--- config.mk ---
export PLATFORM = sky130hd
export DESIGN_NAME = aseh_ctrl_flat
export DESIGN_NICKNAME = d
export VERILOG_FILES = /design/src/hdl/aseh_pkg.sv /design/src/hdl/aseh_if.sv /design/src/hdl/aseh_ctrl.sv /design/src/flat_wrapper.sv
export SDC_FILE = /design/constraint.sdc
export NUM_CORES = 1
export LEC_CHECK = 0
export ABC_AREA = 1
export BUFFER_PORTS_ARGS = -buffer_cell sky130_fd_sc_hd__buf_2
export CAP_MARGIN = 20
export CORE_AREA = 2 2 56 58
export DETAILED_ROUTE_END_ITERATION = 8
export DIE_AREA = 0 0 58 60
export PLACE_DENSITY = 0.61
export REMOVE_ABC_BUFFERS = 1
export SETUP_SLACK_MARGIN = 0.1
export SYNTH_ARGS = -nofsm -noshare
export SYNTH_HDL_FRONTEND = slang
export SYNTH_SLANG_ARGS = --single-unit
--- constraint.sdc ---
create_clock -name clk -period 1.2 [get_ports clk]
set_clock_uncertainty 0.05 [all_clocks]
set_input_delay 0.06 -clock clk [delete_from_list [all_inputs] [get_ports clk]]
set_output_delay 0.06 -clock clk [all_outputs]
set_load 0.01 [all_outputs]
--- src/hdl/aseh_pkg.sv ---
// What this block does
// - busy low 40 clocks after the last start
// - start while busy restarts conversion
// - requester waits 4 clocks after done
// - starts in 4-clock guard may drop
// - result moves to latches at done
// - direct loopback oscillates; guard covers it
// - free-run via flip-flop, clear stops
// - latch request, delay 4 stages
// - clear latch one clock after busy
// - start pulse exactly one clock wide
// - async request; held high runs continuously in the count scheme
// - counter loaded with 11 at start
// - counter holds until done rises
// - carry 4 clocks after done, clears latch
// - carry pulse signals data ready
// - zero end reads ff then fe
// - full scale reads 01 then 00
// - start pulse 1 to 3.5 clocks
// - latches hold old result until new
// - results in complementary binary
package aseh_pkg;
    localparam int unsigned CLK_HZ         = 20_000_000;
    localparam int unsigned CONV_CLOCKS    = 40;
    localparam int unsigned GUARD_CLOCKS   = 4;
    localparam int unsigned DELAY_STAGES   = 4;
    localparam logic [3:0]  CNT_LOAD       = 4'hb;
    localparam logic [3:0]  CNT_CARRY      = 4'hf;
    localparam logic [5:0]  CONV_LAST      = 6'(CONV_CLOCKS - 1);
    localparam logic [2:0]  GUARD_LAST     = 3'(GUARD_CLOCKS - 1);
    localparam logic [7:0]  CODE_ZERO      = 8'hff;
    localparam logic [7:0]  CODE_FULL      = 8'h00;
    typedef enum logic [1:0] {ASEH_IDLE, ASEH_BUSY, ASEH_GUARD} aseh_state_t;
    typedef enum logic {ASEH_SCHEME_SHIFT, ASEH_SCHEME_COUNT} aseh_scheme_t;
endpackage

--- src/hdl/aseh_if.sv ---
`timescale 1ns/1ps
interface aseh_if;
    logic       start;
    logic       conv_done;
    logic [7:0] result;
    modport conv (input start, output conv_done, output result);
    modport ctrl (output start, input conv_done, input result);
endinterface

--- src/hdl/aseh_ctrl.sv ---
`timescale 1ns/1ps
module aseh_ctrl (
    input  wire logic       clk,
    input  wire logic       rst,
    aseh_if.ctrl            link,
    input  wire logic       scheme,
    input  wire logic       free_run,
    input  wire logic       free_clear,
    input  wire logic       request,
    output logic            ready,
    output logic [7:0]      data
);
    logic       req_latch_reg;
    logic [3:0] shift_reg;
    logic       done_d_reg;
    logic       done_seen_reg;
    logic       free_ff_reg;
    logic [3:0] count_reg;
    logic       counting_reg;
    logic       start_reg;
    logic       pending_reg;
    logic [2:0] free_dly_reg;
    logic       carry;
    logic       done_rise;

    assign done_rise = link.conv_done && !done_d_reg;
    assign carry     = counting_reg && count_reg == aseh_pkg::CNT_CARRY;

    // edge history of done, all on converter clock
    always_ff @(posedge clk or posedge rst) begin
        if (rst) begin
            done_d_reg    <= 1'b1;
            done_seen_reg <= 1'b0;
        end else begin
            done_d_reg    <= link.conv_done;
            // busy level one clock late; a request in mid-conversion still reaches the delay chain and restarts
            done_seen_reg <= !link.conv_done;
        end
    end

    // request latch; set wins over clear so no request is lost
    always_ff @(posedge clk or posedge rst) begin
        if (rst) begin
            req_latch_reg <= 1'b0;
        end else if (request) begin
            req_latch_reg <= 1'b1;
        end else if (scheme == aseh_pkg::ASEH_SCHEME_SHIFT ? done_seen_reg : carry) begin
            req_latch_reg <= 1'b0;
        end
    end

    // delay chain for the shift scheme
    always_ff @(posedge clk or posedge rst) begin
        if (rst) begin
            shift_reg <= 4'h0;
        end else begin
            shift_reg <= {shift_reg[2:0], req_latch_reg && !pending_reg};
        end
    end

    // one start per request until conversion acknowledged
    always_ff @(posedge clk or posedge rst) begin
        if (rst) begin
            pending_reg <= 1'b0;
        end else if (start_reg) begin
            pending_reg <= 1'b1;
        end else if (scheme == aseh_pkg::ASEH_SCHEME_SHIFT ? done_seen_reg : carry) begin
            pending_reg <= 1'b0;
        end
    end

    // counter loaded at start, held until done rises
    always_ff @(posedge clk or posedge rst) begin
        if (rst) begin
            count_reg    <= 4'h0;
            counting_reg <= 1'b0;
        end else if (start_reg) begin
            count_reg    <= aseh_pkg::CNT_LOAD;
            counting_reg <= 1'b0;
        end else if (carry) begin
            counting_reg <= 1'b0;
        end else if (done_rise || counting_reg) begin
            counting_reg <= 1'b1;
            count_reg    <= count_reg + 4'h1;
        end
    end

    // free-run flip-flop samples done; delay keeps the restart out of the guard
    always_ff @(posedge clk or posedge rst) begin
        if (rst) begin
            free_ff_reg  <= 1'b0;
            free_dly_reg <= 3'h0;
        end else if (free_clear) begin
            free_ff_reg  <= 1'b0;
            free_dly_reg <= 3'h0;
        end else begin
            free_ff_reg  <= free_run && done_rise;
            free_dly_reg <= {free_dly_reg[1:0], free_ff_reg};
        end
    end

    // single-clock start pulse; edge-triggered in free-run and shift, repeated while the request latch holds in count
    always_ff @(posedge clk or posedge rst) begin
        if (rst) begin
            start_reg <= 1'b0;
        end else if (free_run && free_dly_reg[2]) begin
            start_reg <= 1'b1;
        end else if (scheme == aseh_pkg::ASEH_SCHEME_SHIFT) begin
            // leading edge of the delayed request, so one pulse per request
            start_reg <= shift_reg[2] && !shift_reg[3];
        end else begin
            start_reg <= req_latch_reg && !pending_reg && !start_reg && !counting_reg;
        end
    end

    // ready pulse and captured data
    always_ff @(posedge clk or posedge rst) begin
        if (rst) begin
            ready <= 1'b0;
            data  <= 8'h00;
        end else begin
            ready <= carry;
            if (done_rise) begin
                data <= link.result;
            end
        end
    end

    assign link.start = start_reg;
endmodule

--- src/flat_wrapper.sv ---
// flat-port wrapper written by rule: the top's interface ports become plain ports
module aseh_ctrl_flat 
  (clk, rst, scheme, free_run, free_clear, request, ready, data, link_start, link_conv_done, link_result);
  aseh_if link_i ();
  input  wire logic clk;
  input  wire logic rst;
  input  wire logic scheme;
  input  wire logic free_run;
  input  wire logic free_clear;
  input  wire logic request;
  output logic ready;
  output logic [7:0] data;
  output wire logic [$bits(link_i.start)-1:0] link_start;
  input wire logic [$bits(link_i.conv_done)-1:0] link_conv_done;
  input wire logic [$bits(link_i.result)-1:0] link_result;
  assign link_start = link_i.start;
  assign link_i.conv_done = link_conv_done;
  assign link_i.result = link_result;
  aseh_ctrl u_core (.clk(clk), .rst(rst), .link(link_i), .scheme(scheme), .free_run(free_run), .free_clear(free_clear), .request(request), .ready(ready), .data(data));
endmodule
==> results.yml, run 1 <==
placement:
  gp_routability_congestion: 0.799
  numPortBuffers: 24
  placed_cells_incl_taps: 173
  place_hpwl_um: 1500
global_route:
  largest_net_degree_at_the_start_of_global_routing: 16
  wire_length_of_the_first_global_routing_pass_um: 3910
  globalRouteOverflowTotal: 0
  number_of_global_route_vias_before_repair: 875
  global_routing_usage_summed_across_all_routing_layers_pct: 15.0
  initial_antenna_violation_count: 0
die:
  die_w_um: 58
  top_level_ports: 25
  floorplan.initialDensity_pct: 38.1
  die_height_um: 60
  num_rows: 20
  fp.coreArea_um2: 2900
  design.die.area_um2: 3480
synth:
  synth_most_common_cell: "nand2_1"
  synth_enable_flop_cells: 0
  async_reset_ff_share_pct: 100
  synth.lib_cells_used.distinct: 20
  dominantRegCellSynth: "dfrtp_1"
  register_bit_count_reported_by_yosys: 27
  summed_instance_area_of_the_synthesized_netlist_um2: 1100
  post_synth_main_area_contributors: "dfrtp_1 (59%), nand2_1 (11%), nand3_1 (7.2%)"
  synth_sequential_area_ratio_pct: 61.3
  synthDominantCellAreaShare_pct: 58.9
  ys_warn_count: 0
  synth_top_area_cell: "dfrtp_1"
  synthTopCellsByCount: "nand2_1 (32), dfrtp_1 (26), nand3_1 (16)"
  syn-instance-count: 111
  syn_avg_cell_area_um2: 9.95
routing:
  routed_wirelength_um: 2460
  firstDrtPassIters: 4
  drt-vias-per-instance: 4.59
  avgRoutedWirePerCell_um: 12.2
  first_iter_violations: 23
  vias: 922
  postRouteAntennaNets: 0
  highest-signal-layer: "met4"
  detailroute.wirelength.met2_um: 1270
  drcViolationCount: 0
  wirelength_met1_um: 1070
  wl_met3_um: 107
clock_network:
  clock_latency_on_the_worst_skew_pair_ps: 330
  cts_tree: "done"
  clock_tree.buffer_depth: 2
  cts.reportedPaths.clkPinSlew_ps: 150
  cts-buffers-inserted: 3
  cts-root-buf: "clkbuf_4"
  cts_num_sinks: 27
  ctsHtreeMaxLevel: 1
cells_and_area:
  fin_nets: 185
  n_antenna_cell: 0
  layoutNonFillerInstCount: 201
  largest_reg_flops: 8
  finalCoreUtilization_pct: 56.4
  post_route_cells_drive_above_1_share_pct: 40.5
  fillerInstances: 252
  area_growth_syn_to_layout_pct: 48.2
timing:
  report.final.setup_viol: 2
  timing.slew.headroom_pct: 71.7
  tightest_pin_transition_ps: 424
  final.setup.worst_slack_ps: -20.8
  finalMaxSlewViolations: 0
  timing.final.crit_share_pct: 102
  post-route-min-period_ps: 1220
  rsz0062_at_grt: "yes"
  report.final.hold_viol_count: 0
  clock.fmax_ghz: 0.819
critical_path:
  slowest_stage_cell_crit_path: "dfrtp_1"
  cp_slowest_stage_delay_ps: 390
  regToRegStartpoint: "u_core.count_reg[0]"
  crit_path_frequent_cell: "nand2_4"
  critical_path.startpoint: "u_core.count_reg[0]"
  r2r_setup_slack_ps: -20
  criticalPathCategory: "flop to flop"
  cp.arrival_ps: 1400
  path_cells: "ha_2, nand2_4, inv_4, nand2_4, nand2_4, nand2_4, nand2_1, nand2_1"
  worstPathMaxFanout: 6
  rr_worst_depth: 8
  critPathRequiredTime_ps: 1380
  cp_top_family: "flip-flops"
  timing.critical_path.to_type: "flop"
  worstSetupStartpointType: "flop"
  capture_point_of_the_worst_reg_to_reg_path: "u_core.count_reg[1]"
  timing.critical_path.buf_inv: 1
run:
  max_cap_viol_count: 0
power:
  power.static_leakage_nw: 0.878
  cellPowerDensity_nw_per_um2: 1690
  peakVddDrop_v: 0.00110
run_status:
  run_status: "finished, violations left"
  failed_checks: "negative setup slack"
worst_hold_path:
  min-delay-path-class: "input port to asynchronous set/reset pin"
-- worst register-to-register path: cells and delay by family (launching register included) --
family | cells | cell delay (ps)
fa+ha+maj | 1 | 210
flops | 1 | 390
simple gates | 6 | 390
buf+inv | 1 | 70
-- metal layers --
layer / vias to the layer above / track usage, %
met5: - / 0
met4: 0 / 5.98
met3: 2 / 2.60
met2: 22 / 26.5
met1: 439 / 18.1
li1: 459 / -
-- cells in the final DEF (no fill, tap or decap), types with 2 or more instances in the layout --
cell | netlist | layout
buf_6 | 1 | 3
inv_4 | 2 | 2
clkbuf_4 | 0 | 3
buf_2 | 0 | 24
buf_4 | 0 | 11
nor2_2 | 1 | 2
nor2_1 | 6 | 5
dfrtp_1 | 26 | 25
dlygate4sd3_1 | 0 | 14
inv_1 | 10 | 10
nand2_2 | 2 | 5
nand4_1 | 2 | 2
nand3_1 | 16 | 15
nand2_1 | 32 | 26
nand2_4 | 4 | 7
-- metrics by stage --
step / setup TNS (ps) / worst slack (ps) / instance area (um2) / hold slack (ps) / total power [mW]
2_1_floorplan: -18.5 / -18.5 / 1090 / 14.5 / 1.87
3_3_place_gp: 0 / 19.0 / 1300 / 17.2 / 2.11
3_5_place_dp: -21.0 / -21.0 / 1300 / 24.4 / 2.15
4_1_cts: 0 / 12.8 / 1480 / 205 / 2.61
5_1_grt: -391 / -67.8 / 1640 / 231 / 2.97
6_report: -22.0 / -20.8 / 1640 / 223 / 2.77
-- area by class of cell --
cell class              count  area (um2)  area share, %
multi-input cells          69         412           25.1
flip-flops and latches     27         678           41.4
well taps                  33        41.3           2.52
clock buffers               3        22.5           1.38
repair buffers             54         417           25.4
inverters                  14        62.6           3.82
clock inverters             1        5.00          0.306
-- power breakdown --
group / switching (mW) / internal (mW)
Sequential: 0.171 / 1.14
Combinational: 0.548 / 0.516
Clock: 0.273 / 0.125
-- worst max-delay path by stage --
| stage | endpoint | depth (start not counted) |
|---|---|---|
| global route | u_core.count_reg[1] | 8 |
| detailed placement | u_core.count_reg[1] | 4 |
| global placement | u_core.count_reg[1] | 4 |
| CTS | u_core.count_reg[1] | 8 |
| floorplan | u_core.count_reg[1] | 4 |
| finish | u_core.count_reg[1] | 8 |
-- kinds of logic after synthesis --
| family | count (synthesis) | synth area share (%) |
|---|---|---|
| AO/OA/AOI/OAI | 1 | 0.680 |
| adder cells (fa/ha/maj) | 1 | 1.13 |
| buffers and inverters | 15 | 6.34 |
| flip-flops | 27 | 61.3 |
| AND/OR/NAND/NOR | 67 | 30.6 |
-- repair_timing --
item	CTS	global route
pin swaps	2	5
hold buffers	14	0
resized for setup	3	21
gates cloned	0	1
hold endpoints to repair	26	0
endpoints found under the setup margin	8	13
setup buffers	0	9
Power figures use the tool's default switching activity.
==> run 2, diff against run 1 <==
- CORE_AREA: 2 2 56 58 -> 8 8 62 64
- DIE_AREA: 0 0 58 60 -> 0 0 70 72
==> results.yml, run 2 (same netlist as run 1, synthesis figures left out) <==
critical_path:
  timing.critical_path.to_type: "flop"
  critPathRequiredTime_ps: 1410
  regToRegStartpoint: "u_core.count_reg[1]"
  cp_slowest_stage_delay_ps: 440
  slowest_stage_cell_crit_path: "dfrtp_1"
  cp.depth: 8
  rr_worst_depth: 8
  crit_path_frequent_cell: "nand2_4"
  criticalPathCategory: "flop to flop"
  cp_top_family: "flip-flops"
  worstSetupStartpointType: "flop"
  timing.critical_path.buf_inv: 1
  worstPathMaxFanout: 6
  r2r_setup_slack_ps: -2
  capture_point_of_the_worst_reg_to_reg_path: "u_core.count_reg[0]"
  path_cells: "ha_4, nand2_4, clkinv_4, nand2_4, nand2_4, nand2_4, nand2_2, nand2_1"
  cp.arrival_ps: 1420
timing:
  timing.slew.headroom_pct: 69.9
  rsz0062_at_grt: "yes"
  final.setup.worst_slack_ps: -2.44
  clock.fmax_ghz: 0.832
  report.final.hold_viol_count: 0
  tightest_pin_transition_ps: 452
  final.setup.tns_ps: -2.44
  post-route-min-period_ps: 1200
  report.final.setup_viol: 1
  finalMaxSlewViolations: 0
  timing.final.crit_share_pct: 100
die:
  top_level_ports: 25
  die_w_um: 70
  num_rows: 20
  design.die.area_um2: 5040
  fp.coreArea_um2: 2900
  die_height_um: 72
  floorplan.initialDensity_pct: 38.1
routing:
  avgRoutedWirePerCell_um: 12.1
  firstDrtPassIters: 4
  drcViolationCount: 0
  first_iter_violations: 28
  routed_wirelength_um: 2320
  vias: 865
  postRouteAntennaNets: 0
  drt-vias-per-instance: 4.51
power:
  totalPowerFinal_mw: 2.75
  peakVddDrop_v: 0.00106
  cellPowerDensity_nw_per_um2: 1800
  power.static_leakage_nw: 0.811
clock_network:
  cts-root-buf: "clkbuf_4"
  cts-buffers-inserted: 3
  cts_tree: "done"
  clock_latency_on_the_worst_skew_pair_ps: 330
  ctsHtreeMaxLevel: 1
  clock_tree.buffer_depth: 2
  cts_num_sinks: 27
  cts.reportedPaths.clkPinSlew_ps: 160
global_route:
  globalRouteOverflowTotal: 0
  initial_antenna_violation_count: 0
  met1_usage_pct: 10.2
  global_routing_usage_summed_across_all_routing_layers_pct: 10.2
  busiest_layer: "met2"
  met3_usage_pct: 3.82
  largest_net_degree_at_the_start_of_global_routing: 18
  wire_length_of_the_first_global_routing_pass_um: 4240
  number_of_global_route_vias_before_repair: 997
  groute.layer.met2.usage_pct: 18.7
cells_and_area:
  fin_nets: 176
  layout_common_cells: "nand2_1 (31), dfrtp_1 (25), buf_2 (24), nand3_1 (16), dlygate4sd3_1 (14)"
  post_route_cells_drive_above_1_share_pct: 32.1
  n_antenna_cell: 0
  largest_reg_flops: 8
  finalCoreUtilization_pct: 52.6
  multiInputGateArea_um2: 380
  area_growth_syn_to_layout_pct: 38.3
  sequential_cell_area_um2: 678
  fillerInstances: 254
  layout.cells.most_common: "nand2_1"
  layoutNonFillerInstCount: 192
placement:
  placed_cells_incl_taps: 172
  place_hpwl_um: 1660
  gp_routability_congestion: 0.803
  numPortBuffers: 24
worst_hold_path:
  min-delay-path-class: "input port to asynchronous set/reset pin"
run:
  max_cap_viol_count: 0
run_status:
  run_status: "finished, violations left"
  failed_checks: "negative setup slack"
## run 2: cell types whose count changed in the layout (fill, tap and decap cells not counted), moves of 2 or more
cell and delta:
nand2_1 +5, nand2_4 -2, buf_4 -6, buf_6 -3
nand2_2 -3
## run 2: layout make-up
class,instances,area share [%]
multi-input cells,69,24.9
clock inverters,1,0.491
repair buffers,45,21.8
inverters,14,4.26
well taps,33,2.70
clock buffers,3,1.47
flip-flops and latches,27,44.4
## run 2: what timing repair did
item | in CTS | in global routing
endpoints found under the hold margin | 43 | 0
hold buffers | 14 | 0
resized for setup | 7 | 3
pin swaps | 5 | 5
gates cloned | 0 | 0
endpoints found under the setup margin | 8 | 17
buffers inserted | 1 | 1
## run 2: how the worst max path moves through the flow
stage | from | end | slack [ps]
2_1_floorplan | u_core.count_reg[0] | u_core.count_reg[1] | -20
3_3_place_gp | u_core.count_reg[0] | u_core.count_reg[1] | 20
3_5_place_dp | u_core.count_reg[0] | u_core.count_reg[1] | -30
4_1_cts | u_core.count_reg[1] | u_core.count_reg[0] | 1
5_1_grt | u_core.count_reg[1] | u_core.count_reg[0] | -50
6_report | u_core.count_reg[1] | u_core.count_reg[0] | -2
## run 2: power by group
part | total (mW) | internal, mW | switching [mW]
combinational | 1.04 | 0.496 | 0.549
clock | 0.400 | 0.128 | 0.272
sequential | 1.31 | 1.14 | 0.165
## run 2: per-stage QoR
stage	setup slack [ps]	area (um2)	hold slack, ps
final	-2.44	1530	188
after global placement	19.3	1310	32.3
after detailed placement	-32.1	1310	32.8
after CTS	0.985	1510	196
after global routing	-53.9	1530	235
after floorplan	-18.5	1090	14.5
## run 2: tightest hold or removal path, stage by stage
cell and delay (ps):
dlygate4sd3_1 530, buf_2 110, inv_1 330
## run 2: routing by layer
metal  share of wire [%]  up-vias
met4                 1.2        0
met1                  43      399
li1                    -      441
met5                   0        -
met2                  49       21
met3                 6.3        4
